===== src/core/rfsup_map.svh =====
// Purpose: constants for the regulator fault supervisor
// Assumes: comparator thresholds are set in the analog domain
// Notes: counts are in switching cycles
`ifndef RFSUP_MAP_SVH
`define RFSUP_MAP_SVH
`define RFSUP_UV_PERCENT     16
`define RFSUP_OV_PERCENT     116
`define RFSUP_OC_AMPS        11
`define RFSUP_OT_TRIP_DEGC   150
`define RFSUP_OT_CLEAR_DEGC  135
`define RFSUP_OC_CYCLES      4'h8
`define RFSUP_OC_CNT_W       4
`endif


===== src/core/rfsup_pkg.sv =====
// Purpose: types for the regulator fault supervisor
// Assumes: included map header supplies widths
// Notes: state is one packed struct
`include "rfsup_map.svh"
package rfsup_pkg;
	typedef enum logic [1:0] {
		RFSUP_RUN   = 2'b00,
		RFSUP_OFF   = 2'b01,
		RFSUP_OVP   = 2'b10,
		RFSUP_IDLE  = 2'b11
	} rfsup_mode_e;

	typedef struct packed {
		logic uv;
		logic ov;
		logic oc_valley;
		logic oc_high;
		logic hot;
		logic hot_clear;
	} rfsup_sense_s;

	typedef struct packed {
		rfsup_mode_e                 mode;
		logic [`RFSUP_OC_CNT_W-1:0]  oc_cnt;
		logic                        uv_f;
		logic                        oc_f;
		logic                        hs_f;
		logic                        ot_f;
		logic                        ov_f;
		logic                        hot_seen;
		logic                        pg;
		logic                        hs_on;
		logic                        ls_on;
		logic                        dis_on;
	} rfsup_state_s;
endpackage


===== src/core/rfsup_top.sv =====
// Purpose: latch regulator faults and drive power-good, switch gating, discharge
// Assumes: all sense inputs are asynchronous comparator levels
// Notes: cycle_strobe marks one switching cycle
`timescale 1ns/1ps
`include "rfsup_map.svh"

// Summary of operation
// - output below 84% of target while running: power-good low, both switches off, discharge on
// - undervoltage fault held until reset or enable toggle
// - output above 116% of target: power-good low, enter overvoltage state
// - in overvoltage state high-side switch stays off until cleared
// - in overvoltage state low-side follows output above target, repeatedly
// - overvoltage state left only by reset or enable recycle
// - each switching cycle compare valley current against 11A threshold
// - eight consecutive valley trips: fault, power-good low, switches off, discharge
// - high-side catastrophic overcurrent latches switches off, discharge, power-good low
// - die above 150C suspends switching and shuts down
// - after thermal trip resume only below 135C and then toggle; reset resumes unless above 150C
// - power-good high only with supplies good, enabled and no fault
// - discharge on when disabled or any latched fault except overvoltage
module rfsup_top (
	// clock and reset
	input  wire logic CLOCK,
	input  wire logic RESETN,
	// system controls
	input  wire logic ENABLE,
	input  wire logic SUPPLY_GOOD,
	input  wire logic POWER_STAGE_SUPPLY_GOOD,
	// comparators and PWM request
	input  wire logic CYCLE_STROBE,
	input  wire logic UNDER_VOLTAGE,
	input  wire logic OVER_VOLTAGE,
	input  wire logic ABOVE_TARGET,
	input  wire logic OVERCURRENT_TRIP,
	input  wire logic HIGH_SIDE_OVERCURRENT,
	input  wire logic DIE_HOT,
	input  wire logic DIE_COOLED,
	input  wire logic PWM_REQUEST,
	// outputs
	output logic      POWER_GOOD_OUT,
	output logic      HIGH_SIDE_ON,
	output logic      LOW_SIDE_ON,
	output logic      SOFT_DISCHARGE_ON
);
	localparam int NSYNC = 12;
	logic [NSYNC-1:0] s1_reg;
	logic [NSYNC-1:0] s2_reg;
	logic [NSYNC-1:0] raw;
	logic             cyc_d_reg;
	logic             cyc_pulse;
	rfsup_pkg::rfsup_state_s st_reg;
	rfsup_pkg::rfsup_state_s st_next;
	logic en, sup_ok, uv, ov, above, oc, hsoc, hot, cool, pwm;

	assign raw = {ENABLE, SUPPLY_GOOD, POWER_STAGE_SUPPLY_GOOD, CYCLE_STROBE, UNDER_VOLTAGE,
		OVER_VOLTAGE, ABOVE_TARGET, OVERCURRENT_TRIP, HIGH_SIDE_OVERCURRENT, DIE_HOT,
		DIE_COOLED, PWM_REQUEST};

	// two-flop synchronisers, one per input bit
	genvar gi;
	generate
		for (gi = 0; gi < NSYNC; gi++) begin : g_sync
			always_ff @(posedge CLOCK or negedge RESETN) begin
				if (!RESETN) begin
					s1_reg[gi] <= 1'b0;
					s2_reg[gi] <= 1'b0;
				end else begin
					s1_reg[gi] <= raw[gi];
					s2_reg[gi] <= s1_reg[gi];
				end
			end
		end
	endgenerate

	assign en     = s2_reg[11];
	assign sup_ok = s2_reg[10] & s2_reg[9];
	assign uv     = s2_reg[7];
	assign ov     = s2_reg[6];
	assign above  = s2_reg[5];
	assign oc     = s2_reg[4];
	assign hsoc   = s2_reg[3];
	assign hot    = s2_reg[2];
	assign cool   = s2_reg[1];
	assign pwm    = s2_reg[0];

	always_ff @(posedge CLOCK or negedge RESETN) begin
		if (!RESETN) begin
			cyc_d_reg <= 1'b0;
		end else begin
			cyc_d_reg <= s2_reg[8];
		end
	end
	assign cyc_pulse = s2_reg[8] & ~cyc_d_reg;

	always_comb begin
		logic fault_any;
		fault_any = 1'b0;
		st_next = st_reg;
		// valley current sampled once per switching cycle
		if (cyc_pulse) begin
			if (oc) begin
				if (st_reg.oc_cnt != `RFSUP_OC_CYCLES) begin
					st_next.oc_cnt = st_reg.oc_cnt + 4'h1;
				end
			end else begin
				st_next.oc_cnt = '0;
			end
		end
		if (st_next.oc_cnt == `RFSUP_OC_CYCLES) st_next.oc_f = 1'b1;
		if (uv && st_reg.mode == rfsup_pkg::RFSUP_RUN) st_next.uv_f = 1'b1;
		if (hsoc) st_next.hs_f = 1'b1;
		if (hot) begin
			st_next.ot_f = 1'b1;
			st_next.hot_seen = 1'b1;
		end
		if (cool && !hot) st_next.hot_seen = 1'b0;
		if (ov) st_next.ov_f = 1'b1;
		// enable low clears every latch; thermal stays until the die has cooled
		if (!en) begin
			st_next.uv_f   = 1'b0;
			st_next.oc_f   = 1'b0;
			st_next.hs_f   = 1'b0;
			st_next.ov_f   = 1'b0;
			st_next.oc_cnt = '0;
			if (!st_next.hot_seen) st_next.ot_f = 1'b0;
		end
		fault_any = st_next.uv_f | st_next.oc_f | st_next.hs_f | st_next.ot_f;
		if (!en || !sup_ok) st_next.mode = rfsup_pkg::RFSUP_IDLE;
		else if (fault_any) st_next.mode = rfsup_pkg::RFSUP_OFF;
		else if (st_next.ov_f) st_next.mode = rfsup_pkg::RFSUP_OVP;
		else st_next.mode = rfsup_pkg::RFSUP_RUN;
		st_next.pg = en & sup_ok & ~fault_any & ~st_next.ov_f;
		st_next.dis_on = ~en | fault_any;
		case (st_next.mode)
			rfsup_pkg::RFSUP_RUN: begin
				st_next.hs_on = pwm;
				st_next.ls_on = ~pwm;
			end
			rfsup_pkg::RFSUP_OVP: begin
				st_next.hs_on = 1'b0;
				st_next.ls_on = above;
			end
			default: begin
				st_next.hs_on = 1'b0;
				st_next.ls_on = 1'b0;
			end
		endcase
	end

	always_ff @(posedge CLOCK or negedge RESETN) begin
		if (!RESETN) begin
			st_reg <= '{mode: rfsup_pkg::RFSUP_IDLE, oc_cnt: '0, dis_on: 1'b1, default: 1'b0};
		end else begin
			st_reg <= st_next;
		end
	end

	assign POWER_GOOD_OUT    = st_reg.pg;
	assign HIGH_SIDE_ON      = st_reg.hs_on;
	assign LOW_SIDE_ON       = st_reg.ls_on;
	assign SOFT_DISCHARGE_ON = st_reg.dis_on;

	property p_uv_off;
		@(posedge CLOCK) disable iff (!RESETN)
		st_reg.uv_f |-> !POWER_GOOD_OUT && !HIGH_SIDE_ON && !LOW_SIDE_ON && SOFT_DISCHARGE_ON;
	endproperty
	a_uv_off: assert property (p_uv_off) else $error("undervoltage outputs wrong");
	property p_uv_hold;
		@(posedge CLOCK) disable iff (!RESETN)
		st_reg.uv_f && en |=> st_reg.uv_f;
	endproperty
	a_uv_hold: assert property (p_uv_hold) else $error("undervoltage latch dropped");
	property p_ov_pg;
		@(posedge CLOCK) disable iff (!RESETN)
		ov && en |-> ##2 !POWER_GOOD_OUT;
	endproperty
	a_ov_pg: assert property (p_ov_pg) else $error("power good high in overvoltage");
	property p_ov_hs;
		@(posedge CLOCK) disable iff (!RESETN)
		st_reg.ov_f |-> !HIGH_SIDE_ON;
	endproperty
	a_ov_hs: assert property (p_ov_hs) else $error("high side on in overvoltage");
	property p_ov_ls;
		@(posedge CLOCK) disable iff (!RESETN)
		st_next.mode == rfsup_pkg::RFSUP_OVP |=> LOW_SIDE_ON == $past(above);
	endproperty
	a_ov_ls: assert property (p_ov_ls) else $error("low side not following output");
	property p_ov_keep;
		@(posedge CLOCK) disable iff (!RESETN)
		st_reg.ov_f && en |=> st_reg.ov_f;
	endproperty
	a_ov_keep: assert property (p_ov_keep) else $error("overvoltage left early");
	property p_oc_cnt;
		@(posedge CLOCK) disable iff (!RESETN)
		cyc_pulse && !oc |=> st_reg.oc_cnt == 4'h0;
	endproperty
	a_oc_cnt: assert property (p_oc_cnt) else $error("valley counter not cleared");
	property p_oc_trip;
		@(posedge CLOCK) disable iff (!RESETN)
		st_reg.oc_cnt == `RFSUP_OC_CYCLES |-> st_reg.oc_f || !$past(en);
	endproperty
	a_oc_trip: assert property (p_oc_trip) else $error("overcurrent fault missed");
	property p_hs_trip;
		@(posedge CLOCK) disable iff (!RESETN)
		hsoc |=> !POWER_GOOD_OUT && !HIGH_SIDE_ON && !LOW_SIDE_ON;
	endproperty
	a_hs_trip: assert property (p_hs_trip) else $error("catastrophic trip slow");
	property p_hot;
		@(posedge CLOCK) disable iff (!RESETN)
		hot |=> !HIGH_SIDE_ON && !LOW_SIDE_ON;
	endproperty
	a_hot: assert property (p_hot) else $error("switching while hot");
	property p_pg;
		@(posedge CLOCK) disable iff (!RESETN)
		POWER_GOOD_OUT |-> $past(en) && $past(sup_ok);
	endproperty
	a_pg: assert property (p_pg) else $error("power good without enable");
	property p_dis;
		@(posedge CLOCK) disable iff (!RESETN)
		!en |=> SOFT_DISCHARGE_ON;
	endproperty
	a_dis: assert property (p_dis) else $error("discharge off while disabled");
endmodule // rfsup_top


===== config.mk =====
export PLATFORM = sky130hd
export DESIGN_NAME = rfsup_top
export DESIGN_NICKNAME = d
export VERILOG_FILES = /design/src/core/rfsup_pkg.sv /design/src/core/rfsup_top.sv
export VERILOG_INCLUDE_DIRS = /design/src /design/src/core
export SDC_FILE = /design/constraint.sdc
export NUM_CORES = 1
export LEC_CHECK = 0
export BUFFER_PORTS_ARGS = -buffer_cell sky130_fd_sc_hd__buf_2
export CAP_MARGIN = 20
export CORE_UTILIZATION = 54
export CTS_CLUSTER_SIZE = 20
export DETAILED_ROUTE_END_ITERATION = 7
export PLACE_DENSITY = 0.75
export SYNTH_ARGS = -nofsm -noshare
export SYNTH_HDL_FRONTEND = slang
export SYNTH_SLANG_ARGS = --single-unit

===== constraint.sdc =====
create_clock -name CLOCK -period 2.6 [get_ports CLOCK]
set_input_delay 0.39 -clock CLOCK [delete_from_list [all_inputs] [get_ports CLOCK]]
set_output_delay 0.39 -clock CLOCK [all_outputs]
set_load 0.005 [all_outputs]

[Word-level counts from Yosys, hierarchy flattened]
Index checks and enable logic that the tools add are counted.
Storage, ports and cells
  flip-flop bits (word level): 41
  bits in latches: 0
  RAM bits: 0
  memory bits (read-only): 0
  bits of input ports: 14
  logic and storage cells: 79
  memories kept: 0
Cells by class
  $add $sub $neg: 1
  multiply operators: 0
  divide/modulo/power cells: 0
  order comparisons: 0
  equal/unequal tests: 3
  shift operators: 0
  multiplexer cells: 16
  bitwise operators: 14
  reductions and logical operators: 8
Operator list (count)
  4-bit 2-to-1 mux: 3
  9-bit 2-to-1 mux: 1
  1-bit 2-to-1 mux: 8
  2-bit 2-to-1 mux: 3
  1-bit AND: 5
  1-bit NOT: 5
  4-bit by 1-bit adder with 4-bit output (second input constant): 1
  4-bit equality test (second input constant): 1
  2-bit zero test: 2
  4-bit inequality test (second input constant): 1
  1-bit OR: 4
  2-bit case mux with 2 select lines: 1
  1-bit zero test: 3
  2-bit equality test (second input constant): 1
  1-bit logical AND: 2
  1-bit logical OR: 1

[Longest topological paths before layout]
  depth in word-level cells: 14
  gate-level depth with buffers: 8
  mapped depth without buffers: 7

[Worst setup path after synthesis]
Ideal clock, no wire load.
  path kind: register to register
  from: reg st_reg[10] (netlist bit)
  to: reg st_reg, in the netlist SOFT_DISCHARGE_ON
  setup time: 0.094 ns
  data arrival time: 1.821 ns
  required time: 2.506 ns
  path slack: 0.686 ns
  cell stages (with the launch flop): 9
  path buffers: 1
  cells stage by stage: dfrtp_1 -> inv_1 -> ha_1 -> and3b_4 -> nor3_2 -> nor2_1 -> and3_1 -> buf_6 -> or4b_4
RTL lines
  start, declared: RTL line rfsup_top.sv:51  | rfsup_pkg::rfsup_state_s st_reg;
  start signal, assigned: RTL line rfsup_top.sv:154  | st_reg <= st_next;

==> results.md <==
- Across all layers, the routed design uses 782 vias.
- The count of endpoints failing hold in the final timing report is 0.
- The total of hold buffers inserted after clock tree synthesis is 0.
- The sort of element at the end of the critical path is a flip-flop.
- The aggregate negative setup slack is 0 ns.
- The total global-route track usage is 18.3%.
- The via density per instance is 5.11.
- Once the floorplan was initialized, standard cells occupied 56.9% of the core.
- The share of total power dissipated in the clock network is 28.1%.
- The fraction of power consumed by sequential logic is 67.3%.
- The dominant combinational cell family by area after synthesis is simple AND/OR/NAND/NOR gates.
- Yosys printed 0 warnings.
- The synthesized netlist devotes 7.63% of its cell area to compound gates.
- Dividing total power by cell area gives a power density of 642 nW/um^2.
- The maximum cell stage delay along the critical path is 0.52 ns.
- The net switching component of the power is 0.000213 W.
- Synthesis produced a netlist with a net count of 116.
- The number of max-slew violations in the final report was 0.
- Cells with a size suffix above 1 make up 26.0% of the layout.
- The count of instances resized after the clock tree is built is 0.
- The TritonCTS clock tree is built.
- The worst setup slack before clock tree synthesis is 0.606 ns.
- The detailed router finished its first iteration with 22 violations.
- The clock skew after layout is 0.00846 ns.
- In the final design database the tool counted 138 nets.
- The peak fanout along the critical path is 7.
- The most used flip-flop cell after synthesis is sky130_fd_sc_hd__dfrtp_1.
- The die footprint is 2820 um^2.
- After synthesis, the netlist uses 33 different library cells.
- Clock-pin slew was measured on the worst setup and hold paths at 0.10 ns.
- The number of global-route vias before repair came to 788.
- The H-tree generated during clock tree synthesis spans 2 levels.
- Of the post-synthesis cell area, the dominant cell type holds 67.4%.
- Net switching is 21.2% of the power.
- The worst setup path is launched from a flip-flop.
- In this run the remaining antenna-violating nets after routing total 0.
- The final setup violation count is 0.
- The post-synthesis register bit count is 41.
- sky130_fd_sc_hd__dfrtp_1 takes more of the synthesized area than any other cell.
- The most common cell in the netlist is sky130_fd_sc_hd__dfrtp_1.
- The worst max-slew margin expressed relative to the limit is 43.5%.
- Walking the worst path, the cells encountered are inv_1 > ha_1 > and3b_4 > nor3_2 > nor2_1 > and3_1 > or4b_4.
- The simple-gate share of the synthesized area is 14.8%.
- Setup repair after global routing left no endpoint under its margin.
- The setup fix buffers added after clock tree synthesis is 0.
- The number of search-and-repair iterations in the first detailed-routing pass is 6.
- The clock tree buffer depth is 2.
- The area of the core is 2480 um^2.
- The slew at the pin closest to its max-slew limit is 0.847 ns.
- 18 I/O pins were placed.
- Measured against the total synthesized area, the mux share comes to 0%.
- For this design the static power due to leakage is 0.731 nW.
- The data arrival time of the critical path is 2.26 ns.
- The count of port buffers added during placement is 17.
- The post-synthesis cell area is 1410 um^2.
- The synthesized instance count is 100.
- The source-to-sink clock delay at the later pin of the worst-skew pair is 0.33 ns.
- The library cell used as clock root buffer is sky130_fd_sc_hd__clkbuf_4.
- The largest individual stage delay along the critical path comes from the cell sky130_fd_sc_hd__or4b_4.
- The congestion estimate from routability-driven global placement came to 0.814.
- The required time of the critical path is 2.86 ns.
- The path type of the worst setup path is reg -> reg.
- The routed wire length per instance is 12.8 um.
- In this run the worst hold path is classified as in -> async.
- The number of design rule violations left after detail routing is 1.
- The number of antenna diodes in the final layout is 0.
- The run finished, with violations left.
- Across the VDD grid, the largest voltage drop is 0.501 mV.
- Entering global routing, the biggest net connects 42 pins.
- The die is 53.1 um tall.
- Detailed placement ended at an HPWL of 1.38 mm.
- Wires add up to 1.95 mm.
- Across all setup checks in the final design, the least slack found is 0.600 ns.
- Of the total power, combinational logic draws 4.6%.
- Summing the areas of all fa, ha and maj instances in the mapped netlist gives 1.77% of the synthesized area.
- The count of cells along the worst register-to-register path is 7.
- The synthesized area per cell is 14.1 um^2.
- The final reports fail on design-rule violations.
- The sequential cell area fraction in the yosys report is 73.0%.
- The cell row count is 18.
- The number of antenna violations at the first check in global routing came to 0.
- After Yosys synthesis, XOR and XNOR cells account for 0.621% of the synthesized area.
- The highest clock frequency the design can meet is 0.500 GHz.
- The global-route wire length before repair is 3.30 mm.
- Across the run, the number of max-cap violations was 0.
- The clock period minus worst slack is 2.00 ns.
- The total clock buffers created by CTS is 5.
- From synthesis to final layout, the design area changed by 11.1%.
- The die is 53.1 um wide.
- By area the synthesized netlist is led by sky130_fd_sc_hd__dfrtp_1 67%, sky130_fd_sc_hd__dfstp_2 5.6%, sky130_fd_sc_hd__nor2b_1 2.2%, sky130_fd_sc_hd__o21a_1 2.1%, sky130_fd_sc_hd__ha_1 1.8%.
- The remaining global-route overflow is 0.
- The share of the cycle needed by the critical path after routing is 76.9%.
- Yosys mapped a number of flops with a built-in enable equal to 0.
- The share of flip-flops with an asynchronous set or reset after synthesis is 100%.
- The internal power of the cells totals 0.000792 W.
- The commonest cells after synthesis are 38 x sky130_fd_sc_hd__dfrtp_1, 5 x sky130_fd_sc_hd__nor2b_1, 5 x sky130_fd_sc_hd__o21ai_0.
- The tree built by TritonCTS fans out to 41 sinks.
critical path, delay by kind of cell, from the launching register on:
family	cells	cell delay [ns]
AND/OR/NAND/NOR	5	1.20
buffers and inverters	1	0.07
flip-flops	1	0.46
adder cells (fa/ha/maj)	1	0.20
worst paths after layout:
path	start	end	slack [ns]
setup / recovery	st_reg[10]$_DFF_PN0_	SOFT_DISCHARGE_ON$_DFF_PN1_	0.60
hold / removal	RESETN	LOW_SIDE_ON$_DFF_PN0_	0.16
setup reg to reg	st_reg[10]$_DFF_PN0_	SOFT_DISCHARGE_ON$_DFF_PN1_	0.60
hold reg to reg	s1_reg[6]$_DFF_PN0_	ov$_DFF_PN0_	0.36
max in group asynchronous	RESETN	en$_DFF_PN0_	1.91
min in group CLOCK	OVERCURRENT_TRIP	s1_reg[4]$_DFF_PN0_	0.16
power by group through the flow:
stage | Combinational, W | Sequential [W] | Clock [W]
4_1_cts | 0.0000478 | 0.000677 | 0.000298
6_report | 0.0000463 | 0.000677 | 0.000282
3_5_place_dp | 0.0000477 | 0.000690 | 0
2_1_floorplan | 0.0000223 | 0.000685 | 0
5_1_grt | 0.0000548 | 0.000680 | 0.000326
3_3_place_gp | 0.0000452 | 0.000688 | 0
stage by stage:
| stage | hold WS (ns) | utilization (%) | instance area (um^2) | power [W] | cells |
|---|---|---|---|---|---|
| 4_1_cts | 0.134 | 63.2 | 1570 | 0.00102 | 153 |
| 6_report | 0.156 | 63.2 | 1570 | 0.00101 | 153 |
| 5_1_grt | 0.122 | 63.2 | 1570 | 0.00106 | 153 |
| 3_5_place_dp | 0.335 | 61.3 | 1520 | 0.000737 | 145 |
| 2_1_floorplan | 0.0944 | - | 1410 | 0.000707 | 100 |
| 3_3_place_gp | 0.331 | 61.3 | 1520 | 0.000733 | 145 |
area by class of cell:
cell class,count,area [um^2]
sequential,41,1030
fill,201,911
multi-input combinational,53,350
timing repair buffer,17,85.1
clock buffer,8,48.8
tap,30,37.5
inverter,4,15.0
metal layers:
metal / up-vias / GRT usage (%) / share of wire [%]
li1: 383 / - / -
met1: 374 / 20.7 / 44
met2: 19 / 28.3 / 50
met3: 6 / 7.18 / 4.1
met4: 0 / 12.7 / 2.2
met5: - / 0 / 0
kinds of logic (layout without fill, tap and decap cells):
logic type | after synthesis | after routing
xor+xnor | 1 | 1
compound gates | 17 | 17
fa+ha+maj | 2 | 2
flops | 41 | 41
simple gates | 33 | 33
buf+inv | 6 | 29
placed cells by master, fill, tap and decap left out, drive strengths merged, types with 4 or more instances in the layout:
master | netlist | routed
buf | 1 | 17
clkbuf | 1 | 8
dfrtp | 38 | 38
inv | 4 | 4
nand2 | 4 | 4
nor2b | 5 | 5
o21a | 4 | 4
o21ai | 6 | 6
Power figures use the tool's default switching activity.
